[config.mk]
export PLATFORM = sky130hd
export DESIGN_NAME = fcoe_top
export DESIGN_NICKNAME = d
export VERILOG_FILES = /design/src/core/fcoe_pkg.sv /design/src/core/fcoe_top.sv /design/src/core/fcoe_sync.sv /design/src/core/fcoe_code_map.sv
export VERILOG_INCLUDE_DIRS = /design/src /design/src/core
export SDC_FILE = /design/constraint.sdc
export NUM_CORES = 1
export LEC_CHECK = 0
export BUFFER_PORTS_ARGS = -buffer_cell sky130_fd_sc_hd__buf_2
export CAP_MARGIN = 20
export CORE_ASPECT_RATIO = 0.9
export CORE_MARGIN = 4
export CORE_UTILIZATION = 45
export DETAILED_ROUTE_END_ITERATION = 12
export GPL_TIMING_DRIVEN = 0
export PLACE_DENSITY_LB_ADDON = 0.15
export REMOVE_ABC_BUFFERS = 1
export SLEW_MARGIN = 25
export SYNTH_ARGS = -nofsm -noshare
export SYNTH_HDL_FRONTEND = slang
export SYNTH_SLANG_ARGS = --single-unit
[constraint.sdc]
create_clock -name clk -period 1.7 [get_ports clk]
set_input_delay 0.255 -clock clk [delete_from_list [all_inputs] [get_ports clk]]
set_output_delay 0.255 -clock clk [all_outputs]
set_load 0.05 [all_outputs]
[src/core/fcoe_defs.svh]
// Constants of the fanout output enable control: offsets, fields, reset values, masks.
// Behaviour
// - Mode pin high: three pins form code
// - Codes add drivers 2,7,4,6,5,3,8,1 cumulatively
// - Mode pin low: one enable bit per driver
// - Either power control disabling powers everything down; term_150_select and internal_bias_enable still follow the register
// - One configuration bit selects 50/150 ohm termination
// - Bias bit set generates 2.0 V bias, resets set
// - Enable pin low: writes still land, apply later
// - Power enable bit resets one; zero disables
// - Drivers run only when pin and bit allow
// - Disabled driver has its output switch open
`ifndef FCOE_DEFS_SVH
`define FCOE_DEFS_SVH

// Register byte offsets on the bus.
`define FCOE_ADDR_W         8
`define FCOE_OFS_POWER      8'h00
`define FCOE_OFS_OUT_ENABLE 8'h04
`define FCOE_OFS_IN_CONFIG  8'h08
`define FCOE_OFS_STATUS     8'h0c

// Field positions.
`define FCOE_PWR_EN_BIT     0
`define FCOE_CFG_TERM_BIT   3
`define FCOE_CFG_BIAS_BIT   1
`define FCOE_CFG_MASK       8'h0a
`define FCOE_ST_POWER_BIT   0
`define FCOE_ST_MODE_BIT    1
`define FCOE_ST_PIN_BIT     2
`define FCOE_ST_DRV_LSB     8
`define FCOE_ST_DRV_MSB     15

// Reset values.
`define FCOE_RST_POWER      8'h01
`define FCOE_RST_OUT_ENABLE 8'hff
`define FCOE_RST_IN_CONFIG  8'h02

// Cumulative driver sets for each parallel code; bit k is clock_driver_(k+1).
`define FCOE_PAR_MASK_0     8'h02
`define FCOE_PAR_MASK_1     8'h42
`define FCOE_PAR_MASK_2     8'h4a
`define FCOE_PAR_MASK_3     8'h6a
`define FCOE_PAR_MASK_4     8'h7a
`define FCOE_PAR_MASK_5     8'h7e
`define FCOE_PAR_MASK_6     8'hfe
`define FCOE_PAR_MASK_7     8'hff

// Pin bundle positions inside the synchroniser.
`define FCOE_PIN_W          5
`define FCOE_PIN_LATCH      0
`define FCOE_PIN_DATA       1
`define FCOE_PIN_SHIFT      2
`define FCOE_PIN_MODE       3
`define FCOE_PIN_CHIP_EN    4

`endif

[src/core/fcoe_pkg.sv]
// Types shared by the fanout output enable control.
package fcoe_pkg;
	typedef logic [7:0]  fcoe_drv_mask_t; // One bit per clock driver.
	typedef logic [2:0]  fcoe_code_t;     // Parallel enable code.
	typedef logic [31:0] fcoe_word_t;     // Bus data word.
	// Bus handshake state: waiting for a request, or answering it.
	typedef enum logic [0:0] {
		BUS_IDLE = 1'b0,
		BUS_ACK  = 1'b1
	} fcoe_bus_state_t;
endpackage : fcoe_pkg

[src/core/fcoe_top.sv]
// Output enable and power control of an eight-output clock fanout buffer.
//
// Implementation choices: the Avalon-MM interface to the registers and the placing of the registers.
`timescale 1ns/100ps
`include "fcoe_defs.svh"
module fcoe_top (
	input  wire logic                        clk,
	input  wire logic                        arst_n,
	input  wire logic                        interface_mode_select,
	input  wire logic                        serial_shift_clock,
	input  wire logic                        serial_data_input,
	input  wire logic                        serial_latch_strobe,
	input  wire logic                        chip_power_enable,
	input  wire logic [`FCOE_ADDR_W-1:0]     avs_address,
	input  wire logic                        avs_read,
	input  wire logic                        avs_write,
	input  wire fcoe_pkg::fcoe_word_t        avs_writedata,
	input  wire logic [3:0]                  avs_byteenable,
	output fcoe_pkg::fcoe_word_t             avs_readdata,
	output logic                             avs_waitrequest,
	output fcoe_pkg::fcoe_drv_mask_t         driver_enable,
	output fcoe_pkg::fcoe_drv_mask_t         output_switch_close,
	output logic                             input_switch_close,
	output logic                             power_down,
	output logic                             term_150_select,
	output logic                             internal_bias_enable
);
	import fcoe_pkg::*;

	////////////////////////////////////////////////////////////////////////////////
	// Decode helpers.

	// An accepted write hits one register when its address matches exactly.
	// Byte addresses are compared whole, so aliases of a register are refused.
	function automatic logic wr_hit(
		input logic                    take,
		input logic [`FCOE_ADDR_W-1:0] addr,
		input logic [`FCOE_ADDR_W-1:0] ofs
	);
		return take && (addr == ofs);
	endfunction : wr_hit

	////////////////////////////////////////////////////////////////////////////////
	// Reset and pin synchronisation.

	logic                   rst_meta;   // First reset stage.
	logic                   rst_n;      // Released reset used everywhere else.
	logic [`FCOE_PIN_W-1:0] pins_raw;   // Control pins as they arrive.
	logic [`FCOE_PIN_W-1:0] pins_s;     // Control pins after two flops.
	logic                   mode_s;     // High selects parallel control.
	logic                   chip_en_s;  // Hardware power enable level.
	fcoe_code_t             code_s;     // Parallel enable code.
	fcoe_drv_mask_t         par_mask;   // Drivers the code asks for.

	// Assert at once, release through two flops so no flop sees a ragged edge.
	always_ff @(posedge clk or negedge arst_n) begin
		if (!arst_n) begin
			rst_meta <= 1'b0;
			rst_n    <= 1'b0;
		end else begin
			rst_meta <= 1'b1;
			rst_n    <= rst_meta;
		end
	end

	// Pins are bundled so one synchroniser instance serves them all.
	assign pins_raw[`FCOE_PIN_LATCH]   = serial_latch_strobe;
	assign pins_raw[`FCOE_PIN_DATA]    = serial_data_input;
	assign pins_raw[`FCOE_PIN_SHIFT]   = serial_shift_clock;
	assign pins_raw[`FCOE_PIN_MODE]    = interface_mode_select;
	assign pins_raw[`FCOE_PIN_CHIP_EN] = chip_power_enable;

	fcoe_sync u_sync (
		.clk   (clk),
		.rst_n (rst_n),
		.d     (pins_raw),
		.q     (pins_s)
	);

	assign mode_s    = pins_s[`FCOE_PIN_MODE];
	assign chip_en_s = pins_s[`FCOE_PIN_CHIP_EN];
	// Shift clock is the most significant code bit, latch strobe the least.
	assign code_s    = {pins_s[`FCOE_PIN_SHIFT], pins_s[`FCOE_PIN_DATA],
		pins_s[`FCOE_PIN_LATCH]};

	// The code is decoded as a level, with no strobe or edge involved.
	fcoe_code_map u_code_map (
		.code (code_s),
		.mask (par_mask)
	);

	////////////////////////////////////////////////////////////////////////////////
	// Avalon-MM slave.

	fcoe_bus_state_t bus_state;   // Handshake state.
	logic [7:0]      power_reg;   // Power control register.
	logic [7:0]      out_en_reg;  // Output enable register.
	logic [7:0]      cfg_reg;     // Input configuration register.
	logic            wr_take;     // Write accepted this edge.
	logic            lane0;       // Low byte lane is written.
	logic            power_ok;    // Pin and register both allow power.
	fcoe_word_t      next_readdata; // Read answer for the current address.

	// Only the low byte holds data, so only byte lane 0 can change a register.
	assign lane0   = avs_byteenable[0];
	assign wr_take = avs_write && !avs_waitrequest && lane0;

	// One wait cycle per request: the request is seen, then answered once.
	always_ff @(posedge clk or negedge rst_n) begin
		if (!rst_n) begin
			bus_state       <= BUS_IDLE;
			avs_waitrequest <= 1'b1;
		end else begin
			case (bus_state)
				BUS_IDLE: begin
					// A pending request is answered at the next edge.
					if (avs_read || avs_write) begin
						bus_state       <= BUS_ACK;
						avs_waitrequest <= 1'b0;
					end
				end
				BUS_ACK: begin
					// Back to waiting so the next request gets a fresh answer.
					bus_state       <= BUS_IDLE;
					avs_waitrequest <= 1'b1;
				end
				default: begin
					bus_state       <= BUS_IDLE;
					avs_waitrequest <= 1'b1;
				end
			endcase
		end
	end

	// Read mux; unmapped addresses and reserved bits answer zero.
	always_comb begin
		next_readdata = '0;
		case (avs_address)
			`FCOE_OFS_POWER:      next_readdata[7:0] = power_reg;
			`FCOE_OFS_OUT_ENABLE: next_readdata[7:0] = out_en_reg;
			`FCOE_OFS_IN_CONFIG:  next_readdata[7:0] = cfg_reg;
			`FCOE_OFS_STATUS: begin
				next_readdata[`FCOE_ST_POWER_BIT] = power_ok;
				next_readdata[`FCOE_ST_MODE_BIT]  = mode_s;
				next_readdata[`FCOE_ST_PIN_BIT]   = chip_en_s;
				next_readdata[`FCOE_ST_DRV_MSB:`FCOE_ST_DRV_LSB] = driver_enable;
			end
			default:              next_readdata = '0;
		endcase
	end

	// Read data is captured as waitrequest falls, so it stands at the answer edge.
	always_ff @(posedge clk or negedge rst_n) begin
		if (!rst_n) begin
			avs_readdata <= '0;
		end else if (bus_state == BUS_IDLE && avs_read) begin
			avs_readdata <= next_readdata;
		end
	end

	// Power control register; writes land even while the enable pin is low.
	always_ff @(posedge clk or negedge rst_n) begin
		if (!rst_n) begin
			power_reg <= `FCOE_RST_POWER;
		end else if (wr_hit(wr_take, avs_address, `FCOE_OFS_POWER)) begin
			power_reg <= {7'h00, avs_writedata[`FCOE_PWR_EN_BIT]};
		end
	end

	// Output enable register, one bit per driver.
	always_ff @(posedge clk or negedge rst_n) begin
		if (!rst_n) begin
			out_en_reg <= `FCOE_RST_OUT_ENABLE;
		end else if (wr_hit(wr_take, avs_address, `FCOE_OFS_OUT_ENABLE)) begin
			out_en_reg <= avs_writedata[7:0];
		end
	end

	// Input configuration register; only the termination and bias bits exist.
	always_ff @(posedge clk or negedge rst_n) begin
		if (!rst_n) begin
			cfg_reg <= `FCOE_RST_IN_CONFIG;
		end else if (wr_hit(wr_take, avs_address, `FCOE_OFS_IN_CONFIG)) begin
			cfg_reg <= avs_writedata[7:0] & `FCOE_CFG_MASK;
		end
	end

	////////////////////////////////////////////////////////////////////////////////
	// Output control.

	// The pin has no pull, so the host is trusted to drive it; either off wins.
	assign power_ok = chip_en_s && power_reg[`FCOE_PWR_EN_BIT];

	// Driver set: parallel code, or register bits, and nothing while powered down.
	always_ff @(posedge clk or negedge rst_n) begin
		if (!rst_n) begin
			driver_enable <= '0;
		end else if (!power_ok) begin
			driver_enable <= '0;
		end else if (mode_s) begin
			driver_enable <= par_mask;
		end else begin
			driver_enable <= out_en_reg;
		end
	end

	// Each output switch closes only for an enabled driver.
	always_ff @(posedge clk or negedge rst_n) begin
		if (!rst_n) begin
			output_switch_close <= '0;
		end else if (!power_ok) begin
			output_switch_close <= '0;
		end else if (mode_s) begin
			output_switch_close <= par_mask;
		end else begin
			output_switch_close <= out_en_reg;
		end
	end

	// Power-down opens the input switch as well.
	always_ff @(posedge clk or negedge rst_n) begin
		if (!rst_n) begin
			power_down         <= 1'b1;
			input_switch_close <= 1'b0;
		end else begin
			power_down         <= !power_ok;
			input_switch_close <= power_ok;
		end
	end

	// Analog configuration follows the register in either control mode.
	always_ff @(posedge clk or negedge rst_n) begin
		if (!rst_n) begin
			term_150_select      <= 1'b0;
			internal_bias_enable <= 1'b1;
		end else begin
			term_150_select      <= cfg_reg[`FCOE_CFG_TERM_BIT];
			internal_bias_enable <= cfg_reg[`FCOE_CFG_BIAS_BIT];
		end
	end
endmodule : fcoe_top

[src/core/fcoe_sync.sv]
// Two-flop synchroniser for the control pins.
`timescale 1ns/100ps
`include "fcoe_defs.svh"
module fcoe_sync (
	input  wire logic                   clk,
	input  wire logic                   rst_n,
	input  wire logic [`FCOE_PIN_W-1:0] d,
	output logic      [`FCOE_PIN_W-1:0] q
);
	import fcoe_pkg::*;
	logic [`FCOE_PIN_W-1:0] stage1; // Only the second stage reads this.

	// Reset to zero so the part comes up powered down until the pin is seen.
	always_ff @(posedge clk or negedge rst_n) begin
		if (!rst_n) begin
			stage1 <= '0;
			q      <= '0;
		end else begin
			stage1 <= d;
			q      <= stage1;
		end
	end
endmodule : fcoe_sync

[src/core/fcoe_code_map.sv]
// Decoder from the parallel code to its cumulative driver set.
`timescale 1ns/100ps
`include "fcoe_defs.svh"
module fcoe_code_map (
	input  wire fcoe_pkg::fcoe_code_t code,
	output fcoe_pkg::fcoe_drv_mask_t  mask
);
	import fcoe_pkg::*;

	// Pure level decode; each code adds one driver to the one below it.
	always_comb begin
		case (code)
			3'h0:    mask = `FCOE_PAR_MASK_0;
			3'h1:    mask = `FCOE_PAR_MASK_1;
			3'h2:    mask = `FCOE_PAR_MASK_2;
			3'h3:    mask = `FCOE_PAR_MASK_3;
			3'h4:    mask = `FCOE_PAR_MASK_4;
			3'h5:    mask = `FCOE_PAR_MASK_5;
			3'h6:    mask = `FCOE_PAR_MASK_6;
			3'h7:    mask = `FCOE_PAR_MASK_7;
			default: mask = `FCOE_PAR_MASK_0;
		endcase
	end
endmodule : fcoe_code_map

==> results_dict.tcl <==
set metrics [dict create \
    grt_pass1_vias 1285 \
    clock-root-buffer "clkbuf_8" \
    criticalPathCategory "flop to flop" \
    pwr-share-seq 0.582 \
    cts.sinks 53 \
    syn_avg_cell_area_um2 11.6 \
    vias 1437 \
    grt_max_degree 52 \
    largest_register_ffs 16 \
    drv_cap 0 \
    crit_chain "nand2b_1 > o41ai_2" \
    clk_pin_slew_ns 0.09 \
    antennaDiodeCount 0 \
    overflow 0 \
    max_slew_margin 0.539 \
    multiInputGateArea_um2 708 \
    clk_path_buf_depth 2 \
    ys_seq_area_frac 0.609 \
    swShare 0.267 \
    yosys-top-cells-area "dfrtp_1 45%, dfstp_2 16%, buf_4 8.2%" \
    ys_ff_latch 53 \
    htreeDepth 2 \
    slew_viol_final 0 \
    synth_edf_count 0 \
    worstPathArrival_ns 1.64 \
    clkLatencyLatePin_ns 0.31 \
    status "complete, no violations" \
    irDropWorstVdd_uv 489 \
    drive_gt1_frac 0.411 \
    grt_pass1_wl_um 6290 \
    p_int_w 0.00168 \
    synth_top_area_frac 0.454 \
    min_period_ns 1.42 \
    worst_pin_slew_ns 0.691 \
    post-route-period-util 0.838 \
    syn-cell-area_um2 2200 \
    start_util 0.479 \
    setup_violations 0 \
    yosysUniqueCellTypes 30 \
    hp-class "primary input to flop" \
    start_kind "flop" \
    grt.total_usage 0.139 \
    async_flop_share 1.00 \
    dpl.hpwl_um 2930 \
    fin_setup_tns_ns 0 \
    power_density_nw_per_um2 898 \
    routabilityCongestion 0.728 \
    critical-path-max-stage-delay_ns 0.47 \
    cp_slowest_cell "nand2b_1" \
    drtIter0Drc 62 \
    p_leak_nw 1.29 \
    dieArea_um2 6080 \
    portBuffers 62 \
    fin_nets 298 \
    drc_errors 0 \
    avgRoutedWirePerCell_um 13.0 \
    cts_tree "built" \
    core_area_um2 4600 \
    grt_setup_unrepaired "no" \
    max_freq_mhz 702 \
    pwr-share-clk 0.327 \
    drt_wl_total_um 3990 \
    required_ns 1.91 \
    ios 106 \
    std_cell_rows 23 \
    numCtsBuffers 5 \
    power_frac_comb 0.091 \
    yosysMostFrequentCell "dfrtp_1" \
    ys_top_cells_by_count "40 x dfrtp_1, 30 x nand2_1, 24 x buf_4" \
    yosysTopAreaCell "dfrtp_1" \
    synthCells 190 \
    fill_cells 426 \
    antenna_found_initial 0 \
    fin_util 0.556 \
    die_height_um 74.4 \
    cts_setup_buffers 0 \
    skew_ns 0.00881 \
    vias_per_cell 4.67 \
    dieWidth_um 81.8 \
    hold_violations 0 \
    dr.pass1.iters 4 \
    register_area_um2 1350 \
    ant_nets 0 \
    cp_max_fo 19 \
    switching_power_w 0.000614 \
    cp_top_family "simple AND/OR/NAND/NOR gates" \
    area_growth_pct 16.2 \
    end_kind "flop" \
    ys_warn_count 0 \
    synth_flop_cell "dfrtp_1" \
    crit_buf_inv 0 \
]
final cells by class:
class	count	area share
clock buffers	6	0.0323
clock inverters	2	0.00684
inverters	2	0.00293
multi-input cells	120	0.277
flip-flops and latches	53	0.526
well taps	62	0.0303
repair buffers	63	0.125
power by group through the flow:
stage | logic, W | registers [W] | clock network [W]
floorplan | 0.000130 | 0.00137 | 0
global placement | 0.000205 | 0.00136 | 0
detailed placement | 0.000206 | 0.00136 | 0
CTS | 0.000209 | 0.00134 | 0.000779
global route | 0.000225 | 0.00135 | 0.000826
finish | 0.000209 | 0.00134 | 0.000751
per-layer routing:
metal	share of wire	GRT usage	vias up	wire length, um
li1	-	-	710	-
met1	0.46	0.192	663	1830
met2	0.44	0.204	56	1760
met3	0.080	0.0339	8	320
met4	0.022	0.0720	0	87
met5	0	0	-	0
cells in the final DEF (no fill, tap or decap), drive strengths merged, types with 2 or more instances in the layout:
| master | synthesis | routed |
|---|---|---|
| a211oi | 3 | 3 |
| a21oi | 5 | 5 |
| a22oi | 2 | 2 |
| buf | 26 | 62 |
| clkbuf | 4 | 6 |
| conb | 2 | 17 |
| dfrtp | 40 | 40 |
| dfstp | 13 | 13 |
| inv | 2 | 3 |
| mux2 | 13 | 13 |
| nand2 | 30 | 30 |
| nand2b | 5 | 5 |
| nand3 | 3 | 3 |
| nand4 | 5 | 5 |
| nor2 | 11 | 11 |
| nor2b | 2 | 2 |
| o21ai | 13 | 13 |
| o31ai | 2 | 2 |
final timing paths:
kind | startpoint | endpoint | slack [ns] | cells past startpoint
max | bus_state | avs_readdata[0] | 0.28 | 2
max reg2reg | bus_state | avs_readdata[0] | 0.28 | 2
min reg2reg | rst_n | input_switch_close | 0.36 | 0
max in group asynchronous | rst_n | term_150_select | 0.92 | 0
min in group asynchronous | arst_n | rst_n | 0.24 | 2
min | serial_latch_strobe | u_sync.stage1[0] | 0.04 | 1
per-stage QoR:
| step | setup slack, ns | cell area (um^2) | total power (W) | hold slack [ns] | std cells |
|---|---|---|---|---|---|
| CTS | 0.136 | 2560 | 0.00233 | 0.0326 | 308 |
| global route | 0.183 | 2560 | 0.00240 | 0.0260 | 308 |
| detailed placement | 0.110 | 2450 | 0.00157 | 0.0423 | 299 |
| floorplan | 0.138 | 2060 | 0.00150 | -0.0406 | 175 |
| finish | 0.275 | 2560 | 0.00230 | 0.0391 | 308 |
| global placement | -0.370 | 2440 | 0.00157 | 0.0406 | 299 |
logic make-up after synthesis:
family	count (synthesis)	share of synthesized area
AO/OA/AOI/OAI	29	0.0835
flip-flops	53	0.609
multiplexers	14	0.0710
buffers and inverters	32	0.0960
AND/OR/NAND/NOR	60	0.137
other	2	0.00341
repair_timing:
action | CTS | global route
endpoints found under the hold margin | 2 | 0
hold buffers | 1 | 0
endpoints found under the setup margin | 0 | 2
gates resized for setup | 0 | 1
Power figures use the tool's default switching activity.
